[config.mk]
export PLATFORM = sky130hd
export DESIGN_NAME = edg_guard
export DESIGN_NICKNAME = d
export VERILOG_FILES = /design/src/rtl/edg_pkg.sv /design/src/rtl/edg_guard.sv /design/src/rtl/edg_mem.sv
export SDC_FILE = /design/constraint.sdc
export NUM_CORES = 1
export LEC_CHECK = 0
export ABC_CLOCK_PERIOD_IN_PS = 3000
export BUFFER_PORTS_ARGS = -buffer_cell sky130_fd_sc_hd__buf_2
export CAP_MARGIN = 40
export CORE_ASPECT_RATIO = 1.4
export CORE_MARGIN = 2
export CORE_UTILIZATION = 45
export CTS_CLUSTER_DIAMETER = 30
export CTS_CLUSTER_SIZE = 14
export DETAILED_ROUTE_END_ITERATION = 8
export REMOVE_ABC_BUFFERS = 1
export SYNTH_ARGS = -nofsm -noshare
export SYNTH_HDL_FRONTEND = slang
export SYNTH_SLANG_ARGS = --single-unit
[constraint.sdc]
create_clock -name mclk -period 3 [get_ports mclk]
set_input_delay 0.15 -clock mclk [delete_from_list [all_inputs] [get_ports mclk]]
set_output_delay 0.15 -clock mclk [all_outputs]
set_load 0.1 [all_outputs]
[src/rtl/edg_pkg.sv]
/*
 * constants for the data eeprom guard: register offsets, control field
 * positions, configuration word layout, unlock keys and timing counts.
 * assumes a single 250 mhz clock; nothing else.
 */
package edg_pkg;
    // ******************************
    // register offsets
    // ******************************
    localparam logic [7:0] OFS_DATA = 8'h08;
    localparam logic [7:0] OFS_ADDR = 8'h09;
    localparam logic [7:0] OFS_CTRL = 8'h88;
    localparam logic [7:0] OFS_KEY = 8'h89;
    localparam logic [7:0] OFS_CFG = 8'h8a;
    // ******************************
    // control fields
    // ******************************
    localparam int BIT_RD = 0;
    localparam int BIT_WR = 1;
    localparam int BIT_PERMIT = 2;
    localparam int BIT_ABORT = 3;
    localparam int BIT_DONE = 4;
    localparam logic [7:0] KEY_FIRST = 8'h55;
    localparam logic [7:0] KEY_SECOND = 8'haa;
    // ******************************
    // configuration word
    // ******************************
    localparam logic [13:0] CFG_ADDR = 14'h2007;
    localparam logic [13:0] CFG_SPACE_LO = 14'h2000;
    localparam logic [13:0] CFG_RESET = 14'h3fff;
    localparam int CFG_HOLD_OFF = 3;
    localparam int CFG_WDOG_EN = 2;
    localparam int CFG_DATA_PROT = 7;
    localparam int CFG_FOSC_HI = 1;
    localparam int CFG_FOSC_LO = 0;
    // ******************************
    // timing
    // ******************************
    localparam int CLK_MHZ = 250;
    localparam int HOLD_MS = 72;
    localparam int HOLD_CYC = HOLD_MS * 1000 * CLK_MHZ;
    localparam int WRITE_US = 10;
    localparam int WRITE_CYC = WRITE_US * CLK_MHZ;
endpackage : edg_pkg

[src/rtl/edg_guard.sv]
/*
 * data eeprom guard: register slave, unlock sequence, write timing,
 * power-up window and configuration word decode.
 * assumes cpu strobes synchronous to mclk; the power-on reset is por,
 * rst is any other reset (external or watchdog).
 */
// Strobed register access was chosen for this implementation.
`timescale 1ns/100ps
`default_nettype none
module edg_guard #(
    parameter int HOLD_CYCLES = edg_pkg::HOLD_CYC
) (
    input wire logic mclk,
    input wire logic rst,
    input wire logic por,
    input wire logic [7:0] addr,
    input wire logic [7:0] wdata,
    input wire logic wr_stb,
    input wire logic rd_stb,
    output logic [7:0] rdata,
    input wire logic prog_mode,
    input wire logic [13:0] prog_addr,
    input wire logic [13:0] prog_wdata,
    input wire logic prog_we,
    output logic [13:0] prog_rdata,
    output logic program_protect_field,
    output logic data_protect_bit,
    output logic watchdog_enable_cfg,
    output logic osc_select_hi,
    output logic osc_select_lo,
    output logic powerup_hold,
    output logic write_busy
);
    typedef enum logic [1:0] {
        K_IDLE = 2'b00,
        K_GOT55 = 2'b01,
        K_ARMED = 2'b10
    } edg_key_t;

    logic [7:0] data_q;
    logic [7:0] eaddr_q;
    logic write_permit_latch_q;
    logic write_aborted_flag_q;
    logic write_complete_flag_q;
    logic wr_q;
    logic rd_q;
    edg_key_t key_q;
    logic [13:0] cfg_q;
    logic [31:0] hold_cnt_q;
    logic [15:0] wcnt_q;
    logic [7:0] mem_rdata;
    logic mem_we;
    logic rd_pend_q;
    logic ctl_wr;
    logic start_ok;

    function automatic logic hit(input logic [7:0] a, input logic [7:0] ofs);
        hit = (a == ofs);
    endfunction : hit

    // ******************************
    // configuration word
    // ******************************
    // word at 2007h
    always_ff @(posedge mclk) begin
        if (por) begin
            cfg_q <= edg_pkg::CFG_RESET;
        end else if (prog_mode && prog_we && prog_addr == edg_pkg::CFG_ADDR) begin
            cfg_q <= prog_wdata;
        end
    end
    always_ff @(posedge mclk) begin
        if (por) begin
            prog_rdata <= 14'h0000;
        end else if (prog_mode && prog_addr == edg_pkg::CFG_ADDR) begin
            prog_rdata <= cfg_q;
        end else begin
            prog_rdata <= 14'h0000;
        end
    end
    assign program_protect_field = ~(&{cfg_q[13:8], cfg_q[6:4]});
    assign data_protect_bit = ~cfg_q[edg_pkg::CFG_DATA_PROT];
    assign watchdog_enable_cfg = cfg_q[edg_pkg::CFG_WDOG_EN];
    assign osc_select_hi = cfg_q[edg_pkg::CFG_FOSC_HI];
    assign osc_select_lo = cfg_q[edg_pkg::CFG_FOSC_LO];

    // ******************************
    // power-up timer
    // ******************************
    // power-on only
    // bit 3 disables
    // counter stops at its end, so only por can raise the hold again
    always_ff @(posedge mclk) begin
        if (por) begin
            hold_cnt_q <= 32'h00000000;
        end else if (!cfg_q[edg_pkg::CFG_HOLD_OFF] && hold_cnt_q != HOLD_CYCLES[31:0]) begin
            hold_cnt_q <= hold_cnt_q + 32'h00000001;
        end
    end
    assign powerup_hold = por || (!cfg_q[edg_pkg::CFG_HOLD_OFF]
                                  && hold_cnt_q != HOLD_CYCLES[31:0]);

    // ******************************
    // register slave
    // ******************************
    assign ctl_wr = wr_stb && hit(addr, edg_pkg::OFS_CTRL);
    assign start_ok = ctl_wr && wdata[edg_pkg::BIT_WR] && write_permit_latch_q
                      && key_q == K_ARMED && !powerup_hold && !wr_q;

    // unlock tracking
    // any other access breaks the sequence
    always_ff @(posedge mclk) begin
        if (rst || por) begin
            key_q <= K_IDLE;
        end else if (wr_stb) begin
            case (key_q)
                K_IDLE: key_q <= (hit(addr, edg_pkg::OFS_KEY) && wdata == edg_pkg::KEY_FIRST)
                                 ? K_GOT55 : K_IDLE;
                K_GOT55: key_q <= (hit(addr, edg_pkg::OFS_KEY) && wdata == edg_pkg::KEY_SECOND)
                                  ? K_ARMED : K_IDLE;
                default: key_q <= K_IDLE;
            endcase
        end else if (rd_stb) begin
            key_q <= K_IDLE;
        end
    end

    always_ff @(posedge mclk) begin
        if (por) begin
            write_permit_latch_q <= 1'b0;
        end else if (rst) begin
            write_permit_latch_q <= 1'b0;
        end else if (ctl_wr) begin
            write_permit_latch_q <= wdata[edg_pkg::BIT_PERMIT];
        end
    end

    // hardware clears start
    // limitation: data_q is written at the last count, keep it still
    always_ff @(posedge mclk) begin
        if (rst || por) begin
            wr_q <= 1'b0;
            wcnt_q <= 16'h0000;
        end else if (start_ok) begin
            wr_q <= 1'b1;
            wcnt_q <= 16'h0000;
        end else if (wr_q) begin
            if (wcnt_q == 16'(edg_pkg::WRITE_CYC - 1)) begin
                wr_q <= 1'b0;
            end
            wcnt_q <= wcnt_q + 16'h0001;
        end
    end
    assign write_busy = wr_q;
    assign mem_we = wr_q && wcnt_q == 16'(edg_pkg::WRITE_CYC - 1);

    always_ff @(posedge mclk) begin
        if (por) begin
            write_complete_flag_q <= 1'b0;
        end else if (rst) begin
            write_complete_flag_q <= 1'b0;
        end else if (mem_we) begin
            write_complete_flag_q <= 1'b1;
        end else if (ctl_wr && !wdata[edg_pkg::BIT_DONE]) begin
            write_complete_flag_q <= 1'b0;
        end
    end

    // abort flag kept
    // a later reset must not hide an earlier abort
    always_ff @(posedge mclk) begin
        if (por) begin
            write_aborted_flag_q <= 1'b0;
        end else if (rst) begin
            write_aborted_flag_q <= write_aborted_flag_q || wr_q;
        end else if (mem_we) begin
            write_aborted_flag_q <= 1'b0;
        end else if (ctl_wr) begin
            write_aborted_flag_q <= wdata[edg_pkg::BIT_ABORT];
        end
    end

    always_ff @(posedge mclk) begin
        if (rst || por) begin
            rd_q <= 1'b0;
        end else begin
            rd_q <= ctl_wr && wdata[edg_pkg::BIT_RD] && !wr_q;
        end
    end
    always_ff @(posedge mclk) begin
        rd_pend_q <= rd_q;
    end

    always_ff @(posedge mclk) begin
        if (wr_stb && hit(addr, edg_pkg::OFS_DATA)) begin
            data_q <= wdata;
        end else if (rd_pend_q) begin
            data_q <= mem_rdata;
        end
        if (wr_stb && hit(addr, edg_pkg::OFS_ADDR) && !wr_q) begin
            eaddr_q <= wdata;
        end
    end

    edg_mem u_mem (
        .mclk(mclk),
        .we(mem_we),
        .addr(eaddr_q[5:0]),
        .wdata(data_q),
        .rdata(mem_rdata)
    );

    always_ff @(posedge mclk) begin
        if (rst || por) begin
            rdata <= 8'h00;
        end else if (!rd_stb) begin
            rdata <= 8'h00;
        end else if (hit(addr, edg_pkg::OFS_DATA)) begin
            rdata <= data_q;
        end else if (hit(addr, edg_pkg::OFS_ADDR)) begin
            rdata <= eaddr_q;
        end else if (hit(addr, edg_pkg::OFS_CTRL)) begin
            rdata <= {3'b000, write_complete_flag_q, write_aborted_flag_q,
                      write_permit_latch_q, wr_q, rd_q};
        end else if (hit(addr, edg_pkg::OFS_CFG)) begin
            rdata <= {data_protect_bit, program_protect_field, powerup_hold,
                      watchdog_enable_cfg, cfg_q[edg_pkg::CFG_HOLD_OFF], wr_q,
                      osc_select_hi, osc_select_lo};
        end else begin
            rdata <= 8'h00;
        end
    end

    // ******************************
    // checks
    // ******************************
    permit_por_a: assert property (@(posedge mclk) por |=> !write_permit_latch_q)
        else $error("permit not cleared at power-on");
    window_block_a: assert property (@(posedge mclk) disable iff (rst)
        powerup_hold && ctl_wr |=> !$rose(wr_q))
        else $error("write started in power-up window");
    unlock_need_a: assert property (@(posedge mclk) disable iff (rst || por)
        $rose(wr_q) |-> $past(key_q) == K_ARMED && $past(write_permit_latch_q))
        else $error("write started without unlock");
    done_set_a: assert property (@(posedge mclk) disable iff (rst || por)
        mem_we |=> write_complete_flag_q && !wr_q)
        else $error("completion not flagged");
    ctrl_upper_a: assert property (@(posedge mclk) disable iff (rst || por)
        $past(rd_stb) && $past(addr) == edg_pkg::OFS_CTRL |-> rdata[7:5] == 3'b000)
        else $error("control upper bits nonzero");
    key_read_a: assert property (@(posedge mclk) disable iff (rst || por)
        rd_stb && addr == edg_pkg::OFS_KEY |=> rdata == 8'h00)
        else $error("unlock register read nonzero");
    abort_keep_a: assert property (@(posedge mclk) disable iff (por)
        rst && wr_q |=> write_aborted_flag_q)
        else $error("interrupted write not flagged");
    wdt_cfg_a: assert property (@(posedge mclk) disable iff (por)
        !prog_mode |=> $stable(watchdog_enable_cfg))
        else $error("watchdog enable changed outside programming");
    cfg_prog_a: assert property (@(posedge mclk) disable iff (por)
        !prog_mode |=> $stable(cfg_q))
        else $error("config changed outside programming");
    wr_hold_a: assert property (@(posedge mclk) disable iff (rst || por)
        wr_q && !mem_we |=> wr_q)
        else $error("write start dropped before completion");
    key_break_a: assert property (@(posedge mclk) disable iff (rst || por)
        rd_stb && !wr_stb |=> key_q == K_IDLE)
        else $error("read left unlock sequence armed");
    timer_keep_a: assert property (@(posedge mclk) disable iff (por)
        rst && hold_cnt_q == HOLD_CYCLES[31:0] |=> !powerup_hold)
        else $error("power-up hold returned after reset");
    hold_off_a: assert property (@(posedge mclk) disable iff (por)
        cfg_q[edg_pkg::CFG_HOLD_OFF] |-> !powerup_hold)
        else $error("power-up hold while timer disabled");
endmodule : edg_guard
`default_nettype wire

[src/rtl/edg_mem.sv]
/*
 * 64-byte data array with registered read port.
 * assumes one write or one read per cycle from the guard.
 */
`timescale 1ns/100ps
`default_nettype none
module edg_mem (
    input wire logic mclk,
    input wire logic we,
    input wire logic [5:0] addr,
    input wire logic [7:0] wdata,
    output logic [7:0] rdata
);
    logic [7:0] mem_q [0:63];
    always_ff @(posedge mclk) begin
        if (we) begin
            mem_q[addr] <= wdata;
        end
        rdata <= mem_q[addr];
    end
endmodule : edg_mem
`default_nettype wire

# Word level (Yosys, flattened, before mapping)
# Memory sizes are Yosys's and may differ from the RTL's. A register that Yosys moved wholly into a read port is not among the register bits.
# Cells that the tools add are included.
# W data, S select, Z words.
# op_classes
n_addsub,2
n_mul,0
n_div,0
n_lt_le_gt_ge,0
n_eq_ne,12
shift,0
n_mux,21
n_bitwise,4
n_reduce_logical,36
# op_table
op,n
$mux W8,6
$add A32 B1 Y32 const B,1
$eq A8 B8 Y1 const B,4
$ne A32 B25 Y1 const B,1
$logic_and A1 B1 Y1,19
$add A16 B1 Y16 const B,1
$eq A16 B12 Y1 const B,1
$eq A8 B4 Y1 const B,2
$eq A14 B14 Y1 const B,1
$mux W1,11
$reduce_and A9 Y1,1
$eq A8 B7 Y1 const B,1
$reduce_or A2 Y1,4
$mux W2,3
$reduce_bool A2 Y1,3
$logic_not A1 Y1,4
$not A1 Y1,4
$pmux W2 S2,1
$logic_or A1 B1 Y1,3
$reduce_bool A3 Y1,1
$eq A2 B1 Y1 const B,1
$eq A2 B2 Y1 const B,1
$logic_not A2 Y1,1
# totals
regBits,108
latch_bits,0
ram_bits,512
rom_bits,0
in_bits,51
output_inout_bits,29
wordCells,90
mem_count,1
# mem_list
memory,depth,word_bits,read_ports,rd_clocked_by_memory_dff,wr,line_no,source
u_mem.mem_q,64,8,1,1,1,edg_mem.sv:14,logic [7:0] mem_q [0:63];

# Longest topological paths before layout
# Gate-level depths: netlist (run 1).
# depth
ltp_word,8
mapped_depth,10
ltp_nobuf,7

# By module
# From an unflattened synthesis (run 1), not the netlist that was laid out.
# unflattened
cells_unflattened,1653
area_unflattened_um2,25126.6
# modules_own_cells
module,instances,cells_per_inst,area_per_inst_um2
edg_mem,1,1171,20449.6
edg_guard,1,482,4677.0

# Worst setup path before layout (run 1)
# OpenSTA, ideal clock, no wires.
# synth_timing
path_kind,register to register
start,register wr_q (netlist: write_busy)
end,"memory u_mem.mem_q[11][0], enable pin"
t_arrival_ns,2.098
setup_slack_ns,0.531
stages_incl_launch_ff,5
synth_period_minus_slack_ns,2.469
path_cell_list,dfxtp_1 > and2_1 > clkbuf_1 > nand3_1 > nor2_1
# synth_via
elab_chain_cells,3
# synth_lines
element,line_no,source
from (decl),edg_guard.sv:45,logic wr_q;
from (signal assigned),edg_guard.sv:142,wr_q <= 1'b0;
from (signal assigned),edg_guard.sv:145,wr_q <= 1'b1;
from (signal assigned),edg_guard.sv:149,wr_q <= 1'b0;
$logic_and A1 B1 Y1,edg_guard.sv:155,assign mem_we = wr_q && wcnt_q == 16'(edg_pkg::WRITE_CYC - 1);
$mux W1,edg_mem.sv:16,if (we) begin
$mux W1 (implied by the code),edg_mem.sv:17,mem_q[addr] <= wdata;
to (decl),edg_mem.sv:14,
# No other way between the ends.

==> results of run 1 <==
## metal layers
layer  GRT usage (%)  vias to the layer above
met5               0                        -
met4            14.3                        0
met3            3.63                      165
met2            41.8                      628
met1            28.4                     7930
li1                -                     6882
## synth_stat cells, types with 27 or more instances
library cell  number
edfxtp_1         528
nor2_1           139
dfxtp_1          100
nand2_1           83
mux2i_1           72
mux2_2            46
mux4_2            45
nand3_1           40
clkbuf_1          35
a21oi_1           34
a22oi_1           31
buf_2             30
nand4_1           27
## cell type report
cell class | count | share of cell area (%)
clock buffers | 103 | 7.98
clock inverters | 70 | 2.90
inverters | 17 | 0.208
multi-input cells | 867 | 21.5
flip-flops and latches | 628 | 58.1
well taps | 728 | 2.96
repair buffers | 261 | 6.35
## path summary, 6_finish.rpt
path                                                    to  slack [ns]  cells after the start
worst max-delay path                u_mem.rdata[7]$_DFF_P_        0.25                      7
worst min-delay path            hold_cnt_q[1]$_SDFFE_PP0P_        0.04                      3
worst max register to register      u_mem.rdata[7]$_DFF_P_        0.25                      7
worst min register to register           rd_pend_q$_DFF_P_        0.38                      0
## critical path, cell delays in order (launching register included)
cell and delay (ns):
edfxtp_1 0.46, buf_12 0.28, buf_4 0.38, mux2_2 0.38, a221oi_1 0.27, a21oi_1 0.11, o21ai_0 0.41, nand4_1 0.25
## stage by stage
step	utilization, %	setup WS (ns)	instance area, µm²	power (W)	TNS, ns
global placement	49.0	0.200	27000	0.00961	0
global route	55.7	0.121	30700	0.0214	0
finish	55.7	0.246	30700	0.0209	0
CTS	55.7	0.291	30700	0.0210	0
floorplan	-	-4.00	24500	0.00954	-1477.77
detailed placement	49.1	0.306	27000	0.00961	0
## registers in the layout, indices dropped and copies added, names as in the netlist, 14 cells and up
register / flops
u_mem.mem_q: 512
prog_rdata: 14
hold_cnt_q: 32
cfg_q: 14
wcnt_q: 16
## logic make-up after synthesis
| logic type | count (synthesis) |
|---|---|
| DFF | 628 |
| and+or+nand+nor | 427 |
| muxes | 170 |
| buffers and inverters | 106 |
| adders and majority gates | 3 |
| xor gates and xnor gates | 39 |
| AOI/OAI and AO/OA | 228 |
## power groups by stage
stage	Clock, W	Sequential (W)	Combinational (W)
finish	0.0114	0.00933	0.000136
CTS	0.0115	0.00933	0.000135
global placement	0	0.00951	0.000101
floorplan	0	0.00951	0.0000314
detailed placement	0	0.00951	0.000103
global route	0.0119	0.00932	0.000147
==> results.json, run 1 <==
{
  "status": "finished, final reports clean",
  "slew_headroom_pct": 42.2,
  "synth-edff-count": 528,
  "r2r_start": "eaddr_q[0]$_DFFE_PP_",
  "antenna_found_initial": 0,
  "rsz0062_at_grt": "no",
  "portBuffers": 79,
  "drtIter0Drc": 1503,
  "crit_required_ns": 3.47,
  "die_h_um": 283,
  "core_area_um2": 55100,
  "swShare_pct": 20.6,
  "grt_pass1_wl_mm": 101,
  "report.final.slew_viol_count": 0,
  "route.met3.wl_mm": 4.07,
  "yosys-top-cells-area": "edfxtp_1, dfxtp_1, mux4_2",
  "viasPerCell": 5.84,
  "peakVddDrop_v": 0.000462,
  "cp-start-kind": "register",
  "groute.usage.overall_pct": 24.1,
  "synthArstFlopShare_pct": 0,
  "seqPwrFrac_pct": 44.7,
  "synth-simple-area-share_pct": 8.66,
  "final_common_cell": "edfxtp_1",
  "ys_seq_area_share_pct": 71.5,
  "post-route-period-util_pct": 91.8,
  "fin_nets": 1921,
  "synth_compound_area_share_pct": 6.77,
  "skew_ns": 0.0319,
  "synth_warnings": 0,
  "final_cell_mix": "edfxtp_1, nor2_1, buf_4, dfxtp_1, clkbuf_16",
  "top_layer": "met4",
  "num_vias": 15600,
  "clockPowerShare_pct": 54.7,
  "ctsLongestPathBuffers": 3,
  "synth_cell_types": 72,
  "avgSynthCellArea_um2": 15.6,
  "post_cts_buffers": 0,
  "dieArea_um2": 57400,
  "setup_viol": 0,
  "synth_top_area_share_pct": 63.5,
  "cts_hold_buffers": 34,
  "gp_congestion": 0.885,
  "syn_area_um2": 25000,
  "drive_gt1_share_pct": 25.7,
  "multi_input_area_um2": 6600,
  "wl_met1_mm": 25.9,
  "leakagePower_nw": 10.7,
  "cts_buffers": 92,
  "p_int_w": 0.0166,
  "max_freq_mhz": 363,
  "cts.root.buffer_cell": "clkbuf_16",
  "worst_pin_slew_ns": 0.867,
  "hold_path.startpoint": "por",
  "synthFlopType": "edfxtp_1",
  "worstPathMaxFanout": 37,
  "synth_cells": 1601,
  "clk_latency_ns": 0.66,
  "synth_top_area_cell": "edfxtp_1",
  "routed_wl_mm": 68.2,
  "final_cells": 2674,
  "muxShareOfSynthArea_pct": 9.47,
  "drt-wirelength-per-cell_um": 25.5,
  "initial_core_util_pct": 45.3,
  "cts_resized": 0,
  "p_sw_w": 0.00431,
  "dp.cells": 2467,
  "cp.arrival_ns": 3.23,
  "path_clk_slew_ns": 0.06,
  "dp_hpwl_mm": 43.8,
  "firstDrtPassIters": 8,
  "cap_viol_max_count": 0,
  "synthAdderAreaFrac_pct": 0.150,
  "grt-ovfl-total": 0,
  "grt_start_max_net_pins": 65,
  "pwr-share-comb_pct": 0.7,
  "crit_start": "eaddr_q[0]$_DFFE_PP_",
  "ys_ff_latch": 628,
  "hold_viol_final": 0,
  "cts_tree": "built",
  "hold_slack_ns": 0.0354,
  "row_count": 102,
  "setup.worst_path.end_class": "register",
  "cts_max_level": 3,
  "ff_latch_area_um2": 17900,
  "wl_met2_mm": 34.5,
  "synth_top_family_by_area": "multiplexers",
  "clock-sinks": 628,
  "num_io_pins": 80,
  "hold_path_class": "in -> reg",
  "period_minus_slack_ns": 2.75,
  "die_w_um": 203,
  "diodes": 0,
  "setup.worst_path.class": "reg -> reg",
  "power.density_nw_per_um2": 679,
  "grt_pass1_vias": 16100,
  "area_delta_synth_final_pct": 23.1,
  "antenna_left": 0,
  "n_fill_cell": 4385,
  "synth-xor-area-share_pct": 1.37,
  "drc_errors": 0
}
No activity file was read; power rests on OpenSTA's default activity.
==> run 2: changes to the inputs <==
- ABC_CLOCK_PERIOD_IN_PS: 3000 -> 2640
- clock period: 3 -> 2.64 ns (I/O delays scaled with it)
==> results.json, run 2 (synthesized netlist as in run 1, its figures left out) <==
{
  "antenna_left": 0,
  "setup.worst_path.end_class": "register",
  "drc_errors": 0,
  "drt-wirelength-per-cell_um": 25.4,
  "num_vias": 16000,
  "die_h_um": 283,
  "ctsLongestPathBuffers": 3,
  "cts_max_level": 3,
  "crit_required_ns": 3.15,
  "die_w_um": 203,
  "worst_pin_slew_ns": 0.849,
  "hold_viol_final": 0,
  "viasPerCell": 5.82,
  "antenna_found_initial": 0,
  "peakVddDrop_v": 0.000436,
  "power.density_nw_per_um2": 777,
  "final_common_cell": "edfxtp_1",
  "portBuffers": 79,
  "grt_pass1_vias": 16300,
  "drtIter0Drc": 1632,
  "setup.worst_path.class": "reg -> reg",
  "cp.arrival_ns": 3.08,
  "largestRegisters": "u_mem.mem_q x512, hold_cnt_q x32, wcnt_q x16",
  "multi_input_area_um2": 6630,
  "post-route-period-util_pct": 97.4,
  "fin_nets": 1995,
  "clk_latency_ns": 0.64,
  "crit_end": "u_mem.rdata[5]$_DFF_P_",
  "grt_start_max_net_pins": 66,
  "final_cell_mix": "edfxtp_1, buf_4, nor2_1, clkbuf_16, dfxtp_1",
  "leakagePower_nw": 11.1,
  "r2r-end": "u_mem.rdata[5]$_DFF_P_",
  "diodes": 0,
  "area_delta_synth_final_pct": 26.4,
  "path_clk_slew_ns": 0.05,
  "n_fill_cell": 4235,
  "drive_gt1_share_pct": 27.4,
  "worstPathMaxFanout": 8,
  "ff_latch_area_um2": 17900,
  "rrSetupSlack_ns": 0.07,
  "dieArea_um2": 57400,
  "largest_register": "u_mem.mem_q",
  "status": "finished, final reports clean",
  "cp-start-kind": "register",
  "max_freq_mhz": 389,
  "routed_wl_mm": 70.0,
  "placed_area_um2": 27400,
  "cts_tree": "built",
  "hold_path_class": "in -> reg",
  "crit_start": "eaddr_q[2]$_DFFE_PP_",
  "core_area_um2": 55100,
  "initial_core_util_pct": 45.3,
  "hold_slack_ns": 0.105,
  "reg2regPathDepth": 6,
  "clock-sinks": 628,
  "report.final.slew_viol_count": 0,
  "num_io_pins": 80,
  "groute.usage.overall_pct": 24.4,
  "r2r_start": "eaddr_q[2]$_DFFE_PP_",
  "cts.root.buffer_cell": "clkbuf_16",
  "cap_viol_max_count": 0,
  "finalSetupTns_ns": 0,
  "cts_buffers": 98,
  "grt-ovfl-total": 0,
  "gp_congestion": 0.877,
  "skew_ns": 0.0176,
  "dp_hpwl_mm": 45.2,
  "final_cell_area_um2": 31600,
  "grt_pass1_wl_mm": 103,
  "setup_viol": 0,
  "row_count": 102,
  "largest_register_ffs": 512,
  "firstDrtPassIters": 7,
  "slew_headroom_pct": 43.2,
  "period_minus_slack_ns": 2.57
}
[run 2: critical path: stages (launching register included)]
cell	delay, ns
edfxtp_1	0.59
buf_4	0.27
nand2b_1	0.46
o22ai_1	0.17
a221oi_1	0.28
o22ai_1	0.16
or4b_1	0.51
[run 2: worst min-delay path by stage]
stage	from	cells after the start	end	slack, ns
detailed placement	prog_wdata[9]	3	cfg_q[9]$_SDFFE_PP1P_	0.35
CTS	addr[0]	5	rdata[2]$_SDFF_PP0_	0.07
floorplan	por	1	hold_cnt_q[11]$_SDFFE_PP0P_	0.20
finish	addr[0]	5	rdata[2]$_SDFF_PP0_	0.10
global route	addr[0]	5	key_q[1]$_SDFFE_PP0P_	0.13
global placement	prog_wdata[2]	3	cfg_q[2]$_SDFFE_PP1P_	0.35
[run 2: what timing repair did]
| action | in CTS | in global routing |
|---|---|---|
| pin swaps | 1 | 1 |
| resized for setup | 1 | 7 |
| cloned | 0 | 1 |
| setup buffers | 0 | 1 |
| hold buffers | 50 | 0 |
| setup endpoints to repair | 2 | 4 |
| hold endpoints to repair | 57 | 0 |
[run 2: report_power, final]
part	leakage, nW	switching [W]	internal (W)
Clock	1.73	0.00483	0.00894
Combinational	3.83	0.0000820	0.0000762
Sequential	5.55	0.000000708	0.0106
Total	11.1	0.00491	0.0196
[run 2: per-stage QoR]
step | std cells | setup slack [ns] | util (%) | power [W]
2_1_floorplan | 1512 | -4.36 | - | 0.0108
3_3_place_gp | 2517 | 0.0219 | 49.7 | 0.0109
3_5_place_dp | 2517 | -0.0419 | 49.7 | 0.0109
4_1_cts | 2749 | 0.000964 | 57.1 | 0.0247
5_1_grt | 2751 | -0.00846 | 57.2 | 0.0252
6_report | 2751 | 0.0699 | 57.2 | 0.0245
[run 2: final cells by class]
class,count,share of cell area (%)
clock inverter,69,2.99
timing repair buffer,329,8.03
sequential,628,56.6
clock buffer,113,8.32
inverter,17,0.202
multi-input combinational,867,21.0
tap,728,2.89
[run 2: metal layers]
layer,wire (µm),up-vias,global-route usage [%]
met5,0,-,0
li1,-,7034,-
met4,2900,0,11.9
met2,36100,749,43.3
met3,4830,138,4.40
met1,26200,8078,28.6
